$ cat src/rtl/iobx_pkg.sv
// Package: opcode fields, encodings, operation type and field structs for the execution block
package iobx_pkg;
   localparam int unsigned DATA_W    = 8;
   localparam int unsigned FADDR_W   = 7;
   localparam int unsigned PC_W      = 13;
   localparam int unsigned IMM_W     = 11;
   localparam int unsigned INSN_W    = 14;
   localparam int unsigned LATCH_HI  = 4;
   localparam int unsigned LATCH_LO  = 3;
   // Instruction field positions
   localparam int unsigned DEST_BIT  = 7;
   // Opcode encodings, matched on the upper bits of the instruction word
   localparam logic [5:0] OPC_INC      = 6'h0A;
   localparam logic [5:0] OPC_INC_SKIP = 6'h0F;
   localparam logic [5:0] OPC_OR_REG   = 6'h04;
   localparam logic [5:0] OPC_OR_LIT   = 6'h38;
   localparam logic [2:0] OPC_JUMP     = 3'h5;
   localparam logic [PC_W-1:0]   PC_RESET   = 13'h0000;
   localparam logic [DATA_W-1:0] ACCUM_RESET = 8'h00;

   typedef enum logic [2:0] {
      IOBX_OP_NONE,
      IOBX_OP_INC,
      IOBX_OP_INC_SKIP,
      IOBX_OP_JUMP,
      IOBX_OP_OR_LIT,
      IOBX_OP_OR_REG
   } iobx_op_t;

   // Decoded instruction fields
   typedef struct packed {
      iobx_op_t               op;
      logic                   dest_file;
      logic [FADDR_W-1:0]     faddr;
      logic [DATA_W-1:0]      literal;
      logic [IMM_W-1:0]       target;
   } iobx_dec_t;

   // Register file write request
   typedef struct packed {
      logic                   we;
      logic [FADDR_W-1:0]     addr;
      logic [DATA_W-1:0]      data;
   } iobx_fwr_t;
endpackage

$ cat src/rtl/iobx_decode.sv
// Instruction word decoder for the five supported operations
module iobx_decode
   import iobx_pkg::*;
(
   input  wire logic [INSN_W-1:0] i_insn,
   output iobx_dec_t              o_dec
);
   wire logic is_inc      = (i_insn[13:8] == OPC_INC);
   wire logic is_inc_skip = (i_insn[13:8] == OPC_INC_SKIP);
   wire logic is_or_reg   = (i_insn[13:8] == OPC_OR_REG);
   wire logic is_or_lit   = (i_insn[13:8] == OPC_OR_LIT);
   wire logic is_jump     = (i_insn[13:11] == OPC_JUMP);

   // Priority is irrelevant: encodings do not overlap
   assign o_dec.op = is_inc      ? IOBX_OP_INC      :
                     is_inc_skip ? IOBX_OP_INC_SKIP :
                     is_or_reg   ? IOBX_OP_OR_REG   :
                     is_or_lit   ? IOBX_OP_OR_LIT   :
                     is_jump     ? IOBX_OP_JUMP     : IOBX_OP_NONE;
   assign o_dec.dest_file = i_insn[DEST_BIT];
   assign o_dec.faddr     = i_insn[FADDR_W-1:0];
   assign o_dec.literal   = i_insn[DATA_W-1:0];
   assign o_dec.target    = i_insn[IMM_W-1:0];
endmodule

$ cat src/rtl/iobx_exec.sv
// Execution stage: increment, increment-skip, jump and OR operations
// One instruction word is offered per cycle on i_insn, qualified by
// i_insn_valid. It is decoded and executed in that same cycle and every
// result lands in a flip-flop at the taking edge, so the new accumulator,
// zero flag, program counter and file write show one cycle later.
//
// A taken skip or a jump raises o_flush for the following word. That word
// was already fetched, so the program counter counts it, but it is
// otherwise thrown away and changes no state.
//
// Words that none of the five operations decode behave as a no-operation
// and only step the program counter.
//
// The register file lives outside: its read is combinational on
// o_file_raddr within the cycle, and its write is a registered request
// whose enable stands until the next clock-enabled edge.
//
// Limitation: a file write issued at one edge is not yet in the file
// during the next cycle's read unless the file forwards it; the caller
// must bypass or stall when a word reads what the previous one wrote.
//
// While i_ce is low every register holds; the synchronous reset still
// acts, so a frozen core can be brought back to its start state.
module iobx_exec
   import iobx_pkg::*;
(
   input  wire logic              i_clk,
   input  wire logic              i_reset,
   input  wire logic              i_ce,
   input  wire logic              i_insn_valid,
   input  wire logic [INSN_W-1:0] i_insn,
   input  wire logic [DATA_W-1:0] i_file_rdata,
   input  wire logic [DATA_W-1:0] i_upper_latch,
   output logic [FADDR_W-1:0]     o_file_raddr,
   output iobx_fwr_t              o_file_wr,
   output logic [DATA_W-1:0]      o_accum,
   output logic                   o_zero_flag,
   output logic [PC_W-1:0]        o_pc,
   output logic                   o_flush
);

   // Run executes words; flush turns the next offered word into a no-op
   typedef enum logic [0:0] {
      IOBX_RUN,
      IOBX_FLUSH
   } iobx_state_t;

   // Decoded fields of the word on offer
   iobx_dec_t              dec;

   // Architectural state and the values it takes at the next edge
   iobx_state_t            state_reg;
   iobx_state_t            state_next;
   logic [DATA_W-1:0]      accum_reg;
   logic [DATA_W-1:0]      accum_next;
   logic                   zero_reg;
   logic                   zero_next;
   logic [PC_W-1:0]        pc_reg;
   logic [PC_W-1:0]        pc_next;
   iobx_fwr_t              fwr_reg;
   iobx_fwr_t              fwr_next;

   // Issue strobes: a common one, one per supported operation, and both increments merged
   wire logic              exec;
   wire logic              op_inc;
   wire logic              op_inc_skip;
   wire logic              op_jump;
   wire logic              op_or_lit;
   wire logic              op_or_reg;
   wire logic              any_inc;

   // Datapath results
   wire logic [DATA_W-1:0] inc_sum;
   wire logic [DATA_W-1:0] or_reg;
   wire logic [DATA_W-1:0] or_lit;
   wire logic [DATA_W-1:0] result;
   wire logic              result_zero;

   // Routing and sequencing decisions
   wire logic              to_file;
   wire logic              to_accum;
   wire logic              sets_zero;
   wire logic              skip_hit;
   wire logic              flush_req;
   wire logic              flush_done;
   wire logic [PC_W-1:0]   pc_step;
   wire logic [PC_W-1:0]   pc_jump;

   // Field extraction is kept in its own module so that further
   // operations can be added to the decoder without touching this stage
   iobx_decode u_decode (
      .i_insn (i_insn),
      .o_dec  (dec)
   );

   // The file read address comes straight from the instruction
   assign o_file_raddr = dec.faddr;

   // A word executes only outside a flush cycle; the clock enable is
   // applied at the registers, so these strobes may rise while frozen
   assign exec        = i_insn_valid && (state_reg == IOBX_RUN);
   assign op_inc      = exec && (dec.op == IOBX_OP_INC);
   assign op_inc_skip = exec && (dec.op == IOBX_OP_INC_SKIP);
   assign op_jump     = exec && (dec.op == IOBX_OP_JUMP);
   assign op_or_lit   = exec && (dec.op == IOBX_OP_OR_LIT);
   assign op_or_reg   = exec && (dec.op == IOBX_OP_OR_REG);
   assign any_inc     = op_inc || op_inc_skip;

   // Eight-bit increment: the carry out is dropped on purpose, so FF
   // wraps to 00, which is exactly what the skip test looks for
   assign inc_sum = i_file_rdata + 8'h01;

   // Bitwise OR, one slice per data bit
   generate
      for (genvar bi = 0; bi < DATA_W; bi++) begin : g_or_bit
         assign or_reg[bi] = accum_reg[bi] | i_file_rdata[bi];
         assign or_lit[bi] = accum_reg[bi] | dec.literal[bi];
      end
   endgenerate

   // One shared result bus; select order is free since at most one
   // operation strobe is high in any cycle
   assign result      = any_inc   ? inc_sum :
                        op_or_reg ? or_reg  : or_lit;
   assign result_zero = (result == 8'h00);

   // Destination routing: d picks the file or the accumulator for the
   // register forms, while OR-literal always lands in the accumulator
   assign to_file  = (any_inc || op_or_reg) && dec.dest_file;
   assign to_accum = ((any_inc || op_or_reg) && !dec.dest_file)
                     || op_or_lit;

   // The accumulator keeps its value unless an operation routes to it
   assign accum_next = to_accum ? result : accum_reg;

   // Zero flag: only the plain increment and the ORs touch it; the
   // skip and the jump must leave it exactly as it was
   assign sets_zero = op_inc || op_or_lit || op_or_reg;
   assign zero_next = sets_zero ? result_zero : zero_reg;

   // A skip whose increment wraps to 00 and a jump both discard the word that is already fetched
   assign skip_hit  = op_inc_skip && result_zero;
   assign flush_req = skip_hit || op_jump;

   // The discarded slot is used up by the next valid word; an idle
   // cycle in between leaves the flush pending
   assign flush_done = (state_reg == IOBX_FLUSH) && i_insn_valid;
   assign state_next = flush_req  ? IOBX_FLUSH :
                       flush_done ? IOBX_RUN   : state_reg;

   // Program counter: the jump target replaces the count; every other
   // valid word, discarded ones included, steps it by one
   assign pc_jump = {i_upper_latch[LATCH_HI:LATCH_LO], dec.target};
   assign pc_step = pc_reg + 13'h0001;
   assign pc_next = op_jump      ? pc_jump :
                    i_insn_valid ? pc_step : pc_reg;

   // File write request, registered so the data leaves a flip-flop;
   // address and data ride along but only count while we is high
   assign fwr_next.we   = to_file;
   assign fwr_next.addr = dec.faddr;
   assign fwr_next.data = result;

   // Sequencer state; reset acts even while the clock enable is low
   // so a frozen core can still be restarted
   always_ff @(posedge i_clk) begin
      if (i_reset) begin
         state_reg <= IOBX_RUN;
      end else if (i_ce) begin
         state_reg <= state_next;
      end
   end

   // Accumulator, held while the clock enable is low; reset clears it
   // so the first OR sees a known operand
   always_ff @(posedge i_clk) begin
      if (i_reset) begin
         accum_reg <= ACCUM_RESET;
      end else if (i_ce) begin
         accum_reg <= accum_next;
      end
   end

   // Zero flag, cleared by reset; only the operations that set
   // sets_zero change it, through zero_next
   always_ff @(posedge i_clk) begin
      if (i_reset) begin
         zero_reg <= 1'h0;
      end else if (i_ce) begin
         zero_reg <= zero_next;
      end
   end

   // Program counter; reset starts fetching from the reset address and
   // the count wraps at the top of the thirteen-bit space
   always_ff @(posedge i_clk) begin
      if (i_reset) begin
         pc_reg <= PC_RESET;
      end else if (i_ce) begin
         pc_reg <= pc_next;
      end
   end

   // File write request; reset drops any pending write so that the file
   // is not corrupted by a word that was still in flight
   always_ff @(posedge i_clk) begin
      if (i_reset) begin
         fwr_reg <= '0;
      end else if (i_ce) begin
         fwr_reg <= fwr_next;
      end
   end

   // Outputs all come from flip-flops except o_file_raddr, which is combinational
   assign o_accum     = accum_reg;
   assign o_zero_flag = zero_reg;
   assign o_pc        = pc_reg;
   assign o_file_wr   = fwr_reg;
   assign o_flush     = (state_reg == IOBX_FLUSH);
endmodule

$ cat config.mk
export PLATFORM = sky130hd
export DESIGN_NAME = iobx_exec
export DESIGN_NICKNAME = d
export VERILOG_FILES = /design/src/rtl/iobx_pkg.sv /design/src/rtl/iobx_decode.sv /design/src/rtl/iobx_exec.sv
export SDC_FILE = /design/constraint.sdc
export NUM_CORES = 1
export LEC_CHECK = 0
export BUFFER_PORTS_ARGS = -buffer_cell sky130_fd_sc_hd__buf_2
export CORE_ASPECT_RATIO = 0.8
export CORE_MARGIN = 5
export CORE_UTILIZATION = 50
export CTS_BUF_LIST = sky130_fd_sc_hd__clkbuf_4 sky130_fd_sc_hd__clkbuf_8 sky130_fd_sc_hd__clkbuf_16
export DETAILED_ROUTE_END_ITERATION = 16
export HOLD_SLACK_MARGIN = 0.15
export PLACE_DENSITY = 0.89
export SLEW_MARGIN = 10
export SYNTH_ARGS = -nofsm -noshare
export SYNTH_HDL_FRONTEND = slang
export SYNTH_HIERARCHICAL = 1
export SYNTH_SLANG_ARGS = --single-unit
$ cat constraint.sdc
create_clock -name i_clk -period 5.9 [get_ports i_clk]
set_input_delay 1.18 -clock i_clk [delete_from_list [all_inputs] [get_ports i_clk]]
set_output_delay 1.18 -clock i_clk [all_outputs]
set_load 0.005 [all_outputs]
==> metrics, run 1 <==
outcome=finished, final reports clean; commonest cells after routing, fill and taps aside=buf_2 (73), nor2_1 (43), dfxtp_1 (39), mux2i_1 (22), nand3_1 (18); Final Skew=0.0110 ns; Max Cap Viol=0; drt drc=0; crit-path max FO=11; pre-CTS setup slack=1.86 ns; RSZ-0062 raised after global routing=false; port buffer count=73; post-CTS setup-driven buffer insertion count=0; CP Capture Point=o_zero_flag; Startpoint Class=input pin; vias in the first global route=2251; Rows=22; Util after Layout=0.581; Clock Tree Root=clkbuf_8; Iter 0 DRT Violations=224; Rel. slew slack=0.360; synthesized area=~2500 um^2; first-pass GRT wire length=around 11000 um; clock tree buffer depth=2; final net count=380; gr usage total=0.204; DRT Pass-1 Iters=5; largest net degree at the start of global routing=41; DP HPWL=4710 um; Power Total=559 uW; most common cell after layout, fill and taps aside=buf_2; WHS Path Cells=2; Setup crit start=i_insn[10]; wire per inst=16.0 um; number of distinct library cells after synthesis=54; CORE AREA=4680 um^2; CP required=6.12 ns; H-tree depth=2; Hold Crit Class=flip-flop to flip-flop; Slew Limit Fails=0; non-filler instance count after layout=405; Routed Antenna Nets=0; worst reg2reg path endpoint=o_zero_flag; synth-to-layout area growth=9.86%; clock transition at the registers of the reported paths=roughly 0.07 ns; Num CTS Buffers=5; worst setup path category=input pin to flip-flop; reg-to-reg critical path startpoint=o_flush; Resized Gates After CTS=0; Clock Latency Late Sink=approximately 0.3 ns; Power Density=around 210 nW/um^2; Routed WL=approximately 6500 um; VDD IR max=~120 uV; post-synth top area share=0.316; Slew @ Worst Pin=0.958 ns; global route overflow=0; setup ws final=2.09 ns; Yosys reg bits=39; die height=about 73 um; ys flop type=dfxtp_1; Syn Inst Count=307; I/O pin cnt=80; sequential area share after synthesis=0.316; Reg2Reg Depth=6; die area=roughly 6500 um^2; Leak Pwr=approximately 0.0012 uW; dominant cells by area after synthesis=dfxtp_1 (32%), mux2i_1 (8.9%), buf_4 (8.5%), nor2_1 (6.5%), nand3_1 (3.6%); Yosys top cell by area=dfxtp_1; Data arrival, critical path=4.03 ns; syn_area_per_cell=approximately 8.1 um^2; post-synthesis net count=between 300 and 400; TritonCTS clock tree=done; Hold Vio Cnt, Final=0; Initial Utilization=0.529; minimum clock period=3.81 ns; vias per cell=approximately 6; # diodes=0; Via Count=2410; layout cells sized above 1=0.261; Setup TNS=0 ns; number of hold buffers added after CTS=0; RePlAce Congestion=between 0.8 and 0.9; final setup fails=0; Synth async-reset ratio=0; Tcrit/Tclk final=0.645; achievable frequency=263 MHz; initial antenna violation count=0; clock sinks=39; critical path endpoint category=flip-flop; reg2reg setup slack=3.65 ns; EDFF count, synth=0; synth warn=6; placed insts=397; die width=roughly 90 um
==> layer usage <==
metal,global-route usage,wire length [um],vias to the layer above
li1,-,-,1154
met1,0.282,2810,1133
met2,0.317,3050,105
met3,0.0339,511,18
met4,0.0755,83,0
met5,0,0,-
==> stage by stage <==
step                      hold slack, ns  instance area (um^2)
after detailed placement           0.467                  2630
final                              0.473                  2720
after CTS                          0.477                  2720
after floorplan                    0.463                  2470
after global placement             0.458                  2630
after global routing               0.498                  2720
==> cell families after synthesis <==
kind of cell,count (synthesis),share of synthesized area
compound gates,71,0.192
xor+xnor,5,0.0177
fa+ha+maj,2,0.0101
simple gates,117,0.242
mux,23,0.0936
flops,39,0.316
buf+inv,50,0.129
==> registers in the layout (all words and copies together), names as in the netlist <==
name         count
o_file_wr       16
o_pc            13
o_accum          8
o_flush          1
o_zero_flag      1
==> synthesized netlist by cell type, types with 3 or more instances <==
cell type / instances
nor3_1: 7
dfxtp_1: 39
and3_1: 5
mux2i_1: 22
nand3b_1: 4
a21oi_1: 16
o21ai_0: 16
nand3_1: 18
nor2_1: 43
a32oi_1: 3
and2_1: 4
a31oi_1: 5
or3_1: 3
nand4b_1: 3
a22oi_1: 4
xnor2_1: 3
clkbuf_1: 13
nand2b_1: 3
nand2_1: 16
inv_1: 5
a211oi_1: 6
buf_4: 28
==> cell type report <==
cell class,instances,area [um^2]
fillers,464,1960
multi-input cells,218,1370
flip-flops and latches,39,781
repair buffers,75,380
clock buffers,7,83.8
well taps,60,75.1
inverters,5,18.8
clock inverters,1,5.00
==> critical path: stages <==
cell and delay [ns]:
buf_2 0.13, nor3b_2 0.17, o21ai_1 0.07, a21oi_1 0.66, nor4bb_1 0.41, buf_4 0.23
nand2_4 0.06, a2111o_1 0.43, a211oi_2 0.19, nand4b_1 0.23, o31ai_2 0.25
==> worst min path at each step <==
stage,startpoint,endpoint,slack [ns]
2_1_floorplan,o_file_wr[15],o_file_wr[15],0.46
5_1_grt,o_file_wr[15],o_file_wr[15],0.50
3_3_place_gp,o_file_wr[15],o_file_wr[15],0.46
4_1_cts,o_file_wr[15],o_file_wr[15],0.48
3_5_place_dp,o_file_wr[15],o_file_wr[15],0.47
6_report,o_file_wr[15],o_file_wr[15],0.47
==> power by group <==
group / total (uW) / switching [uW] / internal [uW]
Combinational: 94.3 / 55.0 / 39.3
Clock: 187 / 94.4 / 92.2
Sequential: 278 / 5.59 / 273
(Power assumes the default switching activity.)
==> inputs of run 2 (changes only) <==
ABC_AREA = 1   (was not set)
CORE_UTILIZATION = 46   (was 50)
PLACE_DENSITY = 0.86   (was 0.89)
clock period = 3.2 ns   (was 5.9 ns; I/O delays follow)
==> run 2 against run 1 <==
Net effect: die area grew 8.7%; global-route usage shrank 1.8 points; register-to-register slack lost 2.2 ns; largest cell class unchanged; worst hold slack gained 0.017 ns; utilization shrank 6.5 points; power grew 86%.
==> metrics, run 2 <==
outcome=finished, final reports clean; port buffer count=73 (unchanged); CORE AREA=5380 um^2 (+15%); top-count cell post-synth=nand2_1; Resized Gates After CTS=0 (unchanged); Clock Latency Late Sink=0.29 ns (about the same); DRT Pass-1 Iters=5 (unchanged); TritonCTS clock tree=done; placed insts=471 (+19%); post-CTS setup-driven buffer insertion count=0 (unchanged); vias per cell=5.28 (-11%); syn_area_per_cell=6.73 um^2 (-16%); achievable frequency=423 MHz; vias in the first global route=2289 (+1.7%); # diodes=0 (unchanged); ys flop type=dfxtp_1; post-synthesis net count=408 (+19%); initial antenna violation count=0 (unchanged); RSZ-0062 raised after global routing=false; Syn Inst Count=372 (+21%); final net count=449 (+18%); Slew @ Worst Pin=0.635 ns (-0.323 ns); wire per inst=13.6 um (-15%); Clock Tree Root=clkbuf_8; RePlAce Congestion=0.879 (+0.16%); final setup fails=0 (unchanged); Via Count=2530 (+5.0%); Setup TNS=0 ns (unchanged); die height=76.0 um (+4.2%); Hold Vio Cnt, Final=0 (unchanged); critical path endpoint category=flip-flop; commonest cells after routing, fill and taps aside=nand2_1 (76), buf_2 (73), nor2_1 (41), dfxtp_1 (39), o21ai_0 (30); Yosys reg bits=39 (unchanged); Power Total=1040 uW (+86%); clock tree buffer depth=2 (unchanged); clock transition at the registers of the reported paths=0.08 ns (about the same); Num CTS Buffers=5 (unchanged); synthesized area=2500 um^2 (+1.2%); die width=92.5 um (+4.3%); drt drc=0 (unchanged); Slew Limit Fails=0 (unchanged); worst hold slack=0.490 ns (+0.0173 ns); Util after Layout=0.515 (-0.0654); crit-path max FO=12 (+1); largest net degree at the start of global routing=28 (-32%); Max Cap Viol=0 (unchanged); most common cell after layout, fill and taps aside=nand2_1; Rel. slew slack=0.576 (+0.216); synth-to-layout area growth=10.6%; layout cells sized above 1=0.256 (-0.00483); Reg2Reg Depth=11 (+5); I/O pin cnt=80 (unchanged); Synth async-reset ratio=0 (unchanged); VDD IR max=126 uV (+5.5%); first-pass GRT wire length=10700 um (+1.4%); Data arrival, critical path=2.60 ns (-1.43 ns); die area=7030 um^2 (+8.7%); EDFF count, synth=0 (unchanged); Hold Crit Class=flip-flop to flip-flop; Filler cells=526 (+13%); Final Skew=0.0117 ns (+0.000740 ns); DP HPWL=4940 um (+5.0%); Rows=24 (+9.1%); Yosys top cell by area=dfxtp_1; number of hold buffers added after CTS=0 (unchanged); max reg flops=16 (unchanged); Routed WL=6530 um (+1.1%); worst setup path category=input pin to flip-flop; global route overflow=0 (unchanged); non-filler instance count after layout=479 (+18%); WHS Path Cells=2 (unchanged); minimum clock period=2.36 ns; Routed Antenna Nets=0 (unchanged); post-synth top area share=0.312 (-0.00379); H-tree depth=2 (unchanged); dominant cells by area after synthesis=dfxtp_1 (31%), nand2_1 (11%), buf_4 (8.4%), nor2_1 (6.1%), o21ai_0 (6.0%); Leak Pwr=0.00131 uW (+7.8%); Power Density=376 nW/um^2 (+83%); synth warn=6 (unchanged); sequential area share after synthesis=0.312 (-0.00379); Tcrit/Tclk final=0.738; clock sinks=39 (unchanged); Initial Utilization=0.466 (-0.0628); number of distinct library cells after synthesis=36 (-33%); gr usage total=0.186 (-0.0179); Iter 0 DRT Violations=189 (-16%); Startpoint Class=input pin; synth cell count leaders=nand2_1 (76), nor2_1 (41), dfxtp_1 (39); CP required=3.44 ns (-2.68 ns)
## run 2: cell types whose count changed after synthesis, sizes merged, moves of 5 or more
cell,change
a21oi,+18
and3,-6
clkbuf,-7
inv,+30
mux2i,-22
nand2,+62
nand4,+5
nor2,+5
o211ai,+5
o21ai,+17
o21bai,+5
## run 2: metrics by stage
step	area (um^2)	worst slack (ns)
floorplan	2500	1.04
detailed placement	2680	0.584
global route	2770	0.630
global placement	2680	0.629
finish	2770	0.838
CTS	2770	0.884
## run 2: layout make-up
class                   instances  area, um^2  share of cell area
clock buffers                   6        76.3              0.0276
inverters                      36         135              0.0488
multi-input cells             257        1310               0.473
well taps                      65        81.3              0.0294
repair buffers                 74         373               0.135
flip-flops and latches         39         781               0.282
clock inverters                 2        12.5             0.00452
## run 2: logic make-up after synthesis
kind of cell,synth area share
AND/OR/NAND/NOR,0.277
buffers and inverters,0.164
flip-flops,0.312
adder cells (fa/ha/maj),0.00999
AO/OA/AOI/OAI,0.216
XOR/XNOR,0.0210
## run 2: path summary, 6_finish.rpt
| kind | slack, ns | endpoint | from |
|---|---|---|---|
| worst min-delay path | 0.49 | o_file_wr[0] | o_file_wr[0] |
| worst max register to register | 1.45 | o_flush | o_flush |
| worst max-delay path | 0.84 | o_flush | i_insn[13] |
| worst min register to register | 0.49 | o_file_wr[0] | o_file_wr[0] |
## run 2: critical path, stage by stage
cell and delay (ns):
buf_2 0.12, nor2_2 0.15, nand2_1 0.07, o21ai_1 0.30, nand2_1 0.15, a21oi_4 0.36
nand3_1 0.14, nand2_1 0.14, nand2_1 0.07, nor2_1 0.13, nand2_1 0.09, nand2_1 0.08
nand2_1 0.06, a21oi_2 0.10
## run 2: power by group
| part | total (uW) | leakage, uW | switching (uW) | internal (uW) |
|---|---|---|---|---|
| clock | 345 | 0.0000446 | 184 | 161 |
| sequential | 518 | 0.000319 | 12.7 | 506 |
| combinational | 178 | 0.000942 | 112 | 65.8 |
| total | 1040 | 0.00131 | 308 | 733 |
## run 2: per-layer routing
metal / vias up / part of all wire / global-route usage
li1: 1284 / - / -
met5: - / 0 / 0
met3: 11 / 0.084 / 0.0395
met2: 105 / 0.44 / 0.277
met4: 0 / 0.019 / 0.0786
met1: 1130 / 0.46 / 0.259
==> inputs of run 3 (changes only) <==
ABC_AREA = 0   (was 1)
clock period = 2.1 ns   (was 3.2 ns; I/O delays follow)
==> run 3 against run 2 <==
Net effect: the run now ends with negative setup slack left; first-iteration DRC count is 110% higher; sequential power rose by 51%; design area rose by 21%; clock skew shrank 0.0048 ns.
==> metrics, run 3 (synthesis results as in run 1) <==
Clock Latency Late Sink=0.29 ns (about the same); critical path endpoint category=flip-flop; Multi-input gate area=1540 um^2 (+17%); initial antenna violation count=0 (unchanged); placed insts=439 (-6.8%); DP Area=3020 um^2 (+13%); Setup TNS=-1.63 ns (-1.63 ns); CP required=2.31 ns (-1.13 ns); worst setup path category=input pin to flip-flop; cell area after layout=3340 um^2 (+21%); non-filler instance count after layout=451 (-5.8%); minimum clock period=2.30 ns; Power Total=1850 uW (+77%); max reg flops=16 (unchanged); largest net degree at the start of global routing=25 (-11%); # diodes=0 (unchanged); die height=75.6 um (-0.52%); clock tree buffer depth=2 (unchanged); commonest cells after routing, fill and taps aside=buf_2 (70), nor2_1 (42), dfxtp_1 (39), buf_4 (36), mux2i_1 (22); Power Density=554 nW/um^2 (+47%); met3 Track Usage GR=0.0385 (-0.000987); most common cell after layout, fill and taps aside=buf_2; final setup fails=16 (+16); vias per cell=5.92 (+12%); Initial Utilization=0.483 (+0.0171); Routed WL=7800 um (+19%); setup ws final=-0.201 ns (-1.04 ns); gr busiest metal=met2; clock transition at the registers of the reported paths=0.08 ns (about the same); RSZ-0062 raised after global routing=true; failing checks=negative setup slack; crit-path max FO=4 (-8); achievable frequency=435 MHz; first-pass GRT wire length=11400 um (+6.0%); vias in the first global route=2427 (+6.0%); I/O pin cnt=80 (unchanged); Leak Pwr=0.00150 uW (+15%); Via Count=2671 (+5.6%); Filler cells=412 (-22%); H-tree depth=2 (unchanged); RePlAce Congestion=0.900 (+2.5%); Hold Crit Class=input pin to flip-flop; Rows=23 (-4.2%); VDD IR max=389 uV (+210%); Iter 0 DRT Violations=395 (+110%); Num CTS Buffers=5 (unchanged); die width=92.0 um (-0.54%); Routed Antenna Nets=0 (unchanged); DP HPWL=5450 um (+10%); number of hold buffers added after CTS=0 (unchanged); port buffer count=73 (unchanged); Data arrival, critical path=2.51 ns (-0.09 ns); gr usage total=0.204 (+0.0182); Rel. slew slack=0.686 (+0.110); wire per inst=17.3 um (+27%); final net count=424 (-5.6%); GR Util met1=0.271 (+0.0123); met2 usage=0.343 (+0.0664); Slew Limit Fails=0 (unchanged); drt drc=0 (unchanged); Clock Tree Root=clkbuf_8; Final Skew=0.00688 ns (-0.00481 ns); Hold Vio Cnt, Final=0 (unchanged); synth-to-layout area growth=35.0%; DRT Pass-1 Iters=5 (unchanged); clock sinks=39 (unchanged); global route overflow=0 (unchanged); storage element area=781 um^2 (unchanged); Slew @ Worst Pin=0.470 ns (-0.164 ns); layout cells sized above 1=0.401 (+0.145); die area=6950 um^2 (-1.1%); Max Cap Viol=0 (unchanged); Startpoint Class=input pin; Tcrit/Tclk final=1.10; CORE AREA=5120 um^2 (-4.7%); TritonCTS clock tree=done; outcome=finished with violations
## run 3: changes by cell type in the layout (fill, tap and decap cells not counted), sizes merged, moves of 6 or more
cell	change
nand2	-62
buf	+45
inv	-29
mux2i	+22
a21oi	-18
o21ai	-17
and3	+6
## run 3: final cells by class
cell class                      instances  share of cell area
Clock buffer                            6              0.0247
Clock inverter                          2              0.0116
Inverter                                5             0.00562
Multi-Input combinational cell        218               0.461
Sequential cell                        39               0.234
Tap cell                               62              0.0232
Timing Repair Buffer                  119               0.240
## run 3: power by group
group	internal [uW]	switching, uW	leakage, uW
Sequential	766	16.1	0.000318
Clock	391	288	0.0000618
Combinational	190	197	0.00112
## run 3: per-stage QoR
step	setup slack, ns	hold WS [ns]	util
CTS	-0.202	0.439	0.629
global placement	-0.494	0.468	0.590
detailed placement	-0.583	0.480	0.590
finish	-0.201	0.445	0.652
global route	-0.295	0.475	0.652
floorplan	-0.223	0.463	-
## run 3: path summary, 6_finish.rpt
kind                                   start           end  slack, ns  depth (start not counted)
worst max-delay path               i_insn[8]       o_flush      -0.20                         11
worst min register to register  o_file_wr[5]  o_file_wr[5]       0.49                          2
worst max register to register       o_flush       o_flush       0.04                          7
worst min-delay path               i_insn[0]  o_file_wr[8]       0.44                          3
## run 3: worst max-delay path: stages
cell	delay [ns]
buf_8	0.11
nor3b_4	0.20
o21ai_2	0.07
a21oi_2	0.18
nor4bb_2	0.29
buf_4	0.21
nand2_4	0.05
a2111o_1	0.38
a211oi_2	0.21
nand4b_1	0.16
a211oi_1	0.22
## run 3: repair_timing
action / CTS / global route
setup endpoints to repair: 17 / 22
pin swaps: 11 / 14
resized for setup: 14 / 30
gates cloned: 1 / 0
setup buffers: 2 / 3
## run 3: layer usage
metal,vias to the layer above,wire length (um)
met5,-,0
met4,0,155
met3,18,676
met2,149,3560
met1,1260,3410
li1,1244,-
